File: src/rtl/ppm_pkg.sv
/*
 Package for the panel pixel output mapper: field positions, widths,
 reset values and states shared by the mapper and its buffer.
 Assumes a single 50 MHz core clock and no software-visible registers.
*/
// Behaviour
// - One-pixel 24-bit: blue, green, red bytes ascending
// - Reduced depth colours justified to top bits
// - Two-pixel: first pixel even bus, second odd
// - Odd bus uses same colour field layout
// - 18-bit uses six bits per colour only
// - Colour only when active, syncs only blanking
// - Lane zero blue, one green, two red
// - Output pixel mode independent of transmitter input
// - Link delivers one pixel per link clock
// - Output clock shifts panel, syncs forwarded alongside
package ppm_pkg;
   // ----------------------------------------------------------------
   // Field layout
   // ----------------------------------------------------------------
   localparam int PPM_LANE_W = 8;          // Bits per colour lane
   localparam int PPM_DEEP_W = 6;          // Bits per colour at 18 bpp
   localparam int PPM_BUS_W = 24;          // Pixel bus width
   localparam int PPM_BLUE_LSB = 0;        // Blue field position
   localparam int PPM_GREEN_LSB = 8;       // Green field position
   localparam int PPM_RED_LSB = 16;        // Red field position
   localparam int PPM_SYNC_STAGES = 3;     // Pin synchroniser depth
   localparam logic [23:0] PPM_BUS_RST = 24'h000000; // Bus after reset
   // Word stored in buffer: vsync, hsync, de, pixel
   localparam int PPM_WORD_W = 27;
   localparam int PPM_DE_BIT = 24;
   localparam int PPM_HS_BIT = 25;
   localparam int PPM_VS_BIT = 26;
   // Pairing state for two-pixel mode (Gray order)
   typedef enum logic [1:0] {
      PPM_WAIT_FIRST = 2'b00,
      PPM_WAIT_SECOND = 2'b01
   } ppm_pair_t;
endpackage : ppm_pkg

File: src/rtl/ppm_buffer.sv
/*
 Two-entry valid/ready buffer for mapped pixel words.
 Assumes one clock domain, synchronous active-low reset and a clock enable.
*/
`timescale 1ns/10ps
module ppm_buffer
   import ppm_pkg::*;
#(
   parameter int WIDTH = PPM_WORD_W,
   parameter int DEPTH = 2
) (
   input wire logic clk_i,
   input wire logic resetn_i,
   input wire logic ce_i,
   input wire logic [WIDTH-1:0] in_data_i,
   input wire logic in_valid_i,
   output logic in_ready_o,
   output logic [WIDTH-1:0] out_data_o,
   output logic out_valid_o,
   input wire logic out_ready_i
);
   // ----------------------------------------------------------------
   // Storage
   // ----------------------------------------------------------------
   // Elaboration check: the pointers and count below serve two entries only
   if (DEPTH != 2 || WIDTH < 1) begin : g_bad_param
      $error("ppm_buffer serves DEPTH 2 and WIDTH of at least 1 only");
   end
   logic [WIDTH-1:0] mem [DEPTH];  // Entries
   logic wr_ptr;                   // Write slot
   logic rd_ptr;                   // Read slot
   logic [1:0] count;              // Occupancy
   wire push = in_valid_i && (count != 2'd2);
   wire pop = out_ready_i && (count != 2'd0);
   assign in_ready_o = (count != 2'd2);
   assign out_valid_o = (count != 2'd0);
   assign out_data_o = mem[rd_ptr];
   // Pointer and occupancy update
   always_ff @(posedge clk_i) begin
      if (!resetn_i) begin
         wr_ptr <= 1'b0;
         rd_ptr <= 1'b0;
         count <= 2'd0;
      end else if (ce_i) begin
         if (push) wr_ptr <= ~wr_ptr;
         if (pop) rd_ptr <= ~rd_ptr;
         count <= count + {1'b0, push} - {1'b0, pop};
      end
   end
   // Data store
   always_ff @(posedge clk_i) begin
      if (ce_i && push) mem[wr_ptr] <= in_data_i;
   end
endmodule : ppm_buffer

File: src/rtl/ppm_mapper.sv
/*
 Panel pixel output mapper: samples decoded lanes on the link clock edge,
 maps them onto even and odd 24-bit pixel buses, pairs pixels in
 two-pixel mode, and drives panel shift clock, syncs and enable.
 Assumes link inputs come from another clock domain and are sampled by clk_i.
*/
`timescale 1ns/10ps
module ppm_mapper
   import ppm_pkg::*;
(
   input wire logic clk_i,
   input wire logic resetn_i,
   input wire logic ce_i,
   input wire logic link_clk_i,             // Link pixel clock
   input wire logic [7:0] lane_zero_blue_i,
   input wire logic [7:0] lane_one_green_i,
   input wire logic [7:0] lane_two_red_i,
   input wire logic display_enable_i,
   input wire logic hsync_i,
   input wire logic vsync_i,
   input wire logic two_pixel_mode_i,       // Static: 1 = two per clock
   input wire logic depth_18_i,             // Static: 1 = 18 bpp
   input wire logic panel_ready_i,          // Panel side accepts a word
   output logic [23:0] even_pixel_bus_o,
   output logic [23:0] odd_pixel_bus_o,
   output logic output_data_clock_o,
   output logic display_enable_o,
   output logic hsync_o,
   output logic vsync_o,
   output logic overrun_o                   // Pixel lost: buffer full
);
   // ----------------------------------------------------------------
   // Pin synchronisers and link clock edge detect
   // ----------------------------------------------------------------
   localparam int PIN_W = 28;               // Link clock, three controls, three lanes
   // The filter below reads stages two and three, so it needs all three
   if (PPM_SYNC_STAGES != 3) begin : g_bad_sync
      $error("ppm_mapper needs exactly three synchroniser stages");
   end
   // Every link-side pin gathered into one vector for the synchronisers
   wire [PIN_W-1:0] pin_raw = {link_clk_i, vsync_i, hsync_i, display_enable_i,
                               lane_two_red_i, lane_one_green_i, lane_zero_blue_i};
   wire [PIN_W-1:0] pin_filt;               // Accepted pin levels
   // Per pin: three samplers; a new level counts once stages two and three agree
   for (genvar gi = 0; gi < PIN_W; gi++) begin : g_pin_sync
      logic [PPM_SYNC_STAGES-1:0] stage;    // Sampler chain, stage one at bit 0
      logic level;                          // Accepted level of this pin
      always_ff @(posedge clk_i) begin
         if (!resetn_i) begin
            stage <= '0;
            level <= 1'b0;
         end else if (ce_i) begin
            stage <= {stage[PPM_SYNC_STAGES-2:0], pin_raw[gi]};
            // Stages two and three disagree while the pin is moving
            if (stage[1] == stage[2]) level <= stage[2];
         end
      end
      assign pin_filt[gi] = level;
   end
   // Named fields of the accepted pins
   wire link_clk_f = pin_filt[27];          // Link clock
   wire vs_f = pin_filt[26];                // Vertical sync
   wire hs_f = pin_filt[25];                // Horizontal sync
   wire de_f = pin_filt[24];                // Display enable
   wire [7:0] red_f = pin_filt[23:16];      // Lane two
   wire [7:0] green_f = pin_filt[15:8];     // Lane one
   wire [7:0] blue_f = pin_filt[7:0];       // Lane zero
   logic link_prev;                         // Accepted link clock, one cycle old
   logic lane_cap;                          // Link edge seen, sample lanes
   // Previous link level; resets low like the idle link, so no false edge
   always_ff @(posedge clk_i) begin
      if (!resetn_i) link_prev <= 1'b0;
      else if (ce_i) link_prev <= link_clk_f;
   end
   // One pixel per rising link clock, whatever the sender's input
   wire link_rise = link_clk_f && !link_prev;
   assign lane_cap = link_rise;
   // Lanes settle long before the link edge is accepted; take them on it
   logic [7:0] s_blue, s_green, s_red;
   logic s_de, s_hs, s_vs;
   logic s_valid;
   always_ff @(posedge clk_i) begin
      if (!resetn_i) begin
         s_valid <= 1'b0;
         {s_blue, s_green, s_red} <= PPM_BUS_RST;
         {s_de, s_hs, s_vs} <= 3'b000;
      end else if (ce_i) begin
         s_valid <= lane_cap;
         if (lane_cap) begin
            s_blue <= blue_f;
            s_green <= green_f;
            s_red <= red_f;
            s_de <= de_f;
            s_hs <= hs_f;
            s_vs <= vs_f;
         end
      end
   end

   // ----------------------------------------------------------------
   // Colour justification
   // ----------------------------------------------------------------
   // At 18 bpp keep top six bits, force low two to zero
   wire [7:0] depth_mask = depth_18_i ? 8'hfc : 8'hff;
   // Colour carried only while enable high
   wire [7:0] colour_mask = s_de ? depth_mask : 8'h00;
   wire [23:0] pixel_now = {s_red & colour_mask, s_green & colour_mask,
                            s_blue & colour_mask};
   // Syncs only during blanking
   wire sync_h = s_hs && !s_de;
   wire sync_v = s_vs && !s_de;

   // ----------------------------------------------------------------
   // Pixel pairing
   // ----------------------------------------------------------------
   ppm_pair_t pair_state;                   // Pairing position
   logic [23:0] first_pixel;                // Held first pixel of pair
   logic buf_ready;
   // A word leaves the mapper on every pixel (one mode) or second pixel
   wire emit = s_valid && (!two_pixel_mode_i || pair_state == PPM_WAIT_SECOND);
   // Pair resets at blanking so pairs align to the line start
   wire hold_first = s_valid && two_pixel_mode_i && s_de &&
                     pair_state == PPM_WAIT_FIRST;
   // A lone first pixel cut off by blanking leaves as zero colour
   wire [23:0] pair_even = s_de ? first_pixel : PPM_BUS_RST;
   wire [23:0] even_word = two_pixel_mode_i ? pair_even : pixel_now;
   // One-pixel mode leaves odd bus empty
   wire [23:0] odd_word = two_pixel_mode_i ? pixel_now : PPM_BUS_RST;
   wire [PPM_WORD_W-1:0] word_in = {sync_v, sync_h, s_de, even_word};
   wire [PPM_WORD_W-1:0] word_out;
   logic [23:0] odd_hold;                    // Odd half read from buffer top bits
   logic buf_valid;
   always_ff @(posedge clk_i) begin
      if (!resetn_i) begin
         pair_state <= PPM_WAIT_FIRST;
         first_pixel <= PPM_BUS_RST;
      end else if (ce_i) begin
         case (pair_state)
            PPM_WAIT_FIRST: begin
               // Hold an active first pixel until its partner arrives
               if (hold_first) begin
                  first_pixel <= pixel_now;
                  pair_state <= PPM_WAIT_SECOND;
               end else if (s_valid && !s_de) begin
                  first_pixel <= PPM_BUS_RST;
               end
            end
            PPM_WAIT_SECOND: begin
               // Any pixel closes the pair; blanking drops a lone first pixel
               if (s_valid) begin
                  pair_state <= PPM_WAIT_FIRST;
                  if (!s_de) first_pixel <= PPM_BUS_RST;
               end
            end
            default: begin
               // Unused code: restart pairing
               pair_state <= PPM_WAIT_FIRST;
            end
         endcase
      end
   end
   wire emit_word = emit || (s_valid && two_pixel_mode_i && !s_de);

   // ----------------------------------------------------------------
   // Output buffer: even half and controls in low bits, odd half in the top 24 bits of each entry
   // ----------------------------------------------------------------
   wire [PPM_WORD_W+23:0] full_in = {odd_word, word_in};
   wire [PPM_WORD_W+23:0] full_out;
   logic out_take;
   ppm_buffer #(.WIDTH(PPM_WORD_W + 24), .DEPTH(2)) u_buf (
      .clk_i(clk_i),
      .resetn_i(resetn_i),
      .ce_i(ce_i),
      .in_data_i(full_in),
      .in_valid_i(emit_word),
      .in_ready_o(buf_ready),
      .out_data_o(full_out),
      .out_valid_o(buf_valid),
      .out_ready_i(out_take)
   );
   assign word_out = full_out[PPM_WORD_W-1:0];
   assign odd_hold = full_out[PPM_WORD_W+23:PPM_WORD_W];

   // ----------------------------------------------------------------
   // Panel side: words leave with a shift clock pulse
   // ----------------------------------------------------------------
   // A word leaves only in the low phase so each word gets its own clock pulse
   assign out_take = buf_valid && panel_ready_i && !output_data_clock_o;
   always_ff @(posedge clk_i) begin
      if (!resetn_i) begin
         even_pixel_bus_o <= PPM_BUS_RST;
         odd_pixel_bus_o <= PPM_BUS_RST;
         display_enable_o <= 1'b0;
         hsync_o <= 1'b0;
         vsync_o <= 1'b0;
         output_data_clock_o <= 1'b0;
         overrun_o <= 1'b0;
      end else if (ce_i) begin
         // Shift clock rises in the same cycle as new data
         output_data_clock_o <= out_take;
         if (out_take) begin
            even_pixel_bus_o <= word_out[23:0];
            odd_pixel_bus_o <= odd_hold;
            display_enable_o <= word_out[PPM_DE_BIT];
            hsync_o <= word_out[PPM_HS_BIT];
            vsync_o <= word_out[PPM_VS_BIT];
         end
         overrun_o <= emit_word && !buf_ready;
      end
   end

   // ----------------------------------------------------------------
   // Checks
   // ----------------------------------------------------------------
   a_odd_bus_idle: assert property (@(posedge clk_i) disable iff (!resetn_i)
      !two_pixel_mode_i && $stable(two_pixel_mode_i) && out_take |=>
         odd_pixel_bus_o == 24'h000000)
      else $error("odd bus carries data in one-pixel mode");
   a_low_bits_zero: assert property (@(posedge clk_i) disable iff (!resetn_i)
      depth_18_i && $stable(depth_18_i) && out_take |=>
         even_pixel_bus_o[1:0] == 2'b00 && even_pixel_bus_o[9:8] == 2'b00 &&
         even_pixel_bus_o[17:16] == 2'b00)
      else $error("low colour bits driven at 18 bpp");
   a_blank_no_colour: assert property (@(posedge clk_i) disable iff (!resetn_i)
      !display_enable_o |-> even_pixel_bus_o == 24'h000000)
      else $error("colour present during blanking");
   a_sync_in_blank: assert property (@(posedge clk_i) disable iff (!resetn_i)
      display_enable_o |-> !hsync_o && !vsync_o)
      else $error("sync active during display");
   a_clock_follows: assert property (@(posedge clk_i) disable iff (!resetn_i)
      ce_i && out_take |=> output_data_clock_o)
      else $error("shift clock missed new word");
   a_blue_lane: assert property (@(posedge clk_i) disable iff (!resetn_i)
      ce_i && s_valid && s_de && !depth_18_i |-> pixel_now[7:0] == s_blue)
      else $error("blue not from lane zero");
   a_red_lane: assert property (@(posedge clk_i) disable iff (!resetn_i)
      ce_i && s_valid && s_de && !depth_18_i |-> pixel_now[23:16] == s_red)
      else $error("red field misplaced");
   a_one_per_edge: assert property (@(posedge clk_i) disable iff (!resetn_i)
      ce_i && lane_cap |=> s_valid)
      else $error("link edge produced no pixel");
   a_shift_one_cycle: assert property (@(posedge clk_i) disable iff (!resetn_i)
      output_data_clock_o |=> !output_data_clock_o)
      else $error("shift clock high for more than one cycle");
   a_odd_low_zero: assert property (@(posedge clk_i) disable iff (!resetn_i)
      depth_18_i && $stable(depth_18_i) && out_take |=>
         odd_pixel_bus_o[1:0] == 2'b00 && odd_pixel_bus_o[9:8] == 2'b00 &&
         odd_pixel_bus_o[17:16] == 2'b00)
      else $error("odd low colour bits driven at 18 bpp");
   a_pair_one_word: assert property (@(posedge clk_i) disable iff (!resetn_i)
      ce_i && hold_first |-> !emit_word)
      else $error("first pixel of a pair sent alone");
endmodule : ppm_mapper

File: config.mk
export PLATFORM = sky130hd
export DESIGN_NAME = ppm_mapper
export DESIGN_NICKNAME = d
export VERILOG_FILES = /design/src/rtl/ppm_pkg.sv /design/src/rtl/ppm_buffer.sv /design/src/rtl/ppm_mapper.sv
export SDC_FILE = /design/constraint.sdc
export NUM_CORES = 1
export LEC_CHECK = 0
export ABC_AREA = 0
export BUFFER_PORTS_ARGS = -buffer_cell sky130_fd_sc_hd__buf_2
export CORE_ASPECT_RATIO = 1.75
export CORE_MARGIN = 2
export CORE_UTILIZATION = 54
export DETAILED_ROUTE_END_ITERATION = 8
export PLACE_DENSITY = 0.84
export SKIP_LAST_GASP = 1
export SLEW_MARGIN = 20
export SYNTH_ARGS = -nofsm -noshare
export SYNTH_HDL_FRONTEND = slang
export SYNTH_HIERARCHICAL = 1
export SYNTH_SLANG_ARGS = --single-unit
File: constraint.sdc
create_clock -name clk_i -period 3.1 [get_ports clk_i]
set_input_delay 0 -clock clk_i [delete_from_list [all_inputs] [get_ports clk_i]]
set_output_delay 0 -clock clk_i [all_outputs]
set_load 0.005 [all_outputs]
==> run summary <==
Status: finished clean
Vias: 8287
Post-synthesis simple-gate area fraction: 14.1%
Hold slack: 0.229 ns
Core area: 23800 sq um
Post-CTS Resized: 0
Setup Viol. Count Final: 0
Routed Antenna Nets: 0
Placed Cells: 1451
Pre-CTS setup slack: 1.04 ns
Vias in the first global route: 7952
Mux cell area share after synthesis: 14.0%
Nets: 1258
Hold Path Class: input port to flip-flop
Crit start category: flip-flop
Worst Clk Skew: 0.0258 ns
Max Fclk: 0.480 GHz
Most used DFF post-synth: dfxtp_1
Top cells by count, synth: dfxtp_1, nand2_1, nor2b_1, mux2i_1, edfxtp_1
Row count: 75
CTS H-tree lvls: 1
Drt wl/cell: 15.6 um
Routed wire length: 24200 um
Yosys warning count: 6
Fin cells: 1552
FF/Latch Area: 7550 sq um
Fin crit period: 2.09 ns
Relative slew margins: 29.4%
P&R area growth vs syn: 14.5%
Antenna violations before repair: 0
Synth Area in XOR/XNOR: 0.134%
Fill cells: 1855
Fin util: 62.7%
Arr. time, crit path: 2.26 ns
Mean post-synth cell area: 11.6 sq um
Global route overflow: 0
Final Cell Area: 14900 sq um
Die ar.: 25500 sq um
Placed Area: 13600 sq um
Power Total: 8.15 mW
Clock Pin Slew Worst Setup and Hold Paths: 0.06 ns
Slew @ Worst Pin: 1.06 ns
Clock sinks: 326
Share of layout cells above drive strength 1: 15.8%
Pwr/cell area: 545 nW/um^2
Dpl hpwl: 15600 um
DR vias/cell: 5.34
Largest family of logic cells by synthesized area: simple AND/OR/NAND/NOR gates
First-pass iteration count of the detailed router: 5
IO Port Bufs: 86
Die height: 210 um
Max cap viols: 0
DR DRC count: 0
Adder-Cell Fraction of Synth Area: 0.192%
Total track usage: 18.8%
Die X: 122 um
Mapped Cells: 1127
Post-synth ARST share: 0%
Post-CTS setup buffers: 0
Placer Congestion: 0.774
Synth cell types: 42
Top-count cell post-synth: dfxtp_1
Worst vdd ir: 0.000362 V
Hold_buf cts: 49
Ant. Diodes: 0
Crit-path max FO: 51
Synth area leaders: dfxtp_1, edfxtp_1, mux2i_1
Largest net degree at the start of global routing: 104
Initial Util: 54.8%
Num CTS Buffers: 28
Final period util: 67.3%
CTS root buffer: clkbuf_16
Top Ports: 87
DRT iter0 DRCs: 513
Compound-Gate Fraction of Synth Area: 10.1%
Setup TNS: 0 ns
Area share of the largest cell type after synthesis: 34.4%
CTS tree: built
Synth area leader: dfxtp_1
Endpoint type of the worst setup path: flip-flop
Worst setup margin: 1.01 ns
First-pass GRT wire length: 39200 um
Register area share after synthesis: 57.8%
WP data required: 3.28 ns
Number of synthesized flops with an enable pin: 102
RSZ-0062 raised after global routing: false
WS Path Type: flip-flop to flip-flop
Fin. Hold Viols: 0
CTS Buffer Depth: 3
Leakage power: 6.16 nW
Worst-skew pair later-pin latency: 0.56 ns
Mapped Nets: 1163
Max-slew violations: 0
FF+latch count, synth: 326
Netlist Area Pre-Place: 13100 sq um
Multi-input gate area: 5050 sq um
## per-layer routing
metal / global-route usage, % / vias up / part of all wire (%)
met5: 0 / - / 0
met4: 6.38 / 0 / 2.2
met3: 2.20 / 36 / 3.0
met2: 34.6 / 137 / 53
met1: 22.5 / 3986 / 41
li1: - / 4128 / -
## power by group
group          switching [mW]  leakage (nW)  internal, mW
sequential             0.0280          2.76          4.41
clock                    1.51         0.433          1.89
combinational           0.154          2.97         0.160
total                    1.69          6.16          6.46
## cells in the final DEF, fill, tap and decap left out, types with 2 or more instances in the layout
| cell | n |
|---|---|
| buf_12 | 3 |
| a22o_1 | 24 |
| clkbuf_16 | 28 |
| mux2_4 | 50 |
| nor2_1 | 2 |
| buf_2 | 84 |
| nand3_1 | 52 |
| a21o_1 | 28 |
| nand2_1 | 144 |
| clkinv_2 | 2 |
| o21ai_0 | 79 |
| dfxtp_1 | 223 |
| buf_4 | 7 |
| and3_1 | 18 |
| edfxtp_1 | 102 |
| a21oi_1 | 7 |
| and2_1 | 9 |
| mux2i_1 | 106 |
| ha_1 | 2 |
| nor2_4 | 2 |
| a21boi_0 | 35 |
| clkinv_8 | 2 |
| dlygate4sd3_1 | 49 |
| nor3b_1 | 7 |
| clkinv_1 | 2 |
| clkbuf_8 | 5 |
| a21boi_1 | 22 |
| inv_1 | 3 |
| buf_6 | 2 |
| clkbuf_1 | 11 |
| nor2b_1 | 114 |
## worst paths after layout
| path | startpoint | end | slack (ns) | cells after the start |
|---|---|---|---|---|
| setup reg to reg | s_de | u_buf/mem[0][14] | 1.01 | 5 |
| setup / recovery | s_de | u_buf/mem[0][14] | 1.01 | 5 |
| hold reg to reg | s_vs | s_vs | 0.46 | 2 |
| hold / removal | lane_one_green_i[3] | g_pin_sync[11].stage[0] | 0.23 | 4 |
## registers in the layout (all words and copies together) (netlist names), 24 cells and up, named ones only
signal,count
g_pin_sync.level,27
even_pixel_bus_o,24
u_buf/mem,102
g_pin_sync.stage,84
first_pixel,24
odd_pixel_bus_o,24
## worst max-delay path: stages (launching register included)
cell and delay, ns:
dfxtp_1 0.31, nand2_1 0.18, o21a_1 0.21, nand3_1 0.24
nor2_4 0.15, buf_4 0.57
## cell type report
class / instances / area share (%)
sequential: 326 / 50.5
multi-input combinational: 718 / 33.8
timing repair buffer: 145 / 7.00
clock buffer: 44 / 5.43
tap: 308 / 2.58
clock inverter: 8 / 0.586
inverter: 3 / 0.0754
## kinds of logic (layout without fill, tap and decap cells)
family / count (synthesis) / in the layout
AO/OA/AOI/OAI: 199 / 199
adder cells (fa/ha/maj): 2 / 2
multiplexers: 157 / 157
AND/OR/NAND/NOR: 358 / 358
flip-flops: 326 / 326
XOR/XNOR: 2 / 2
buffers and inverters: 83 / 200
(Power assumes the default switching activity.)
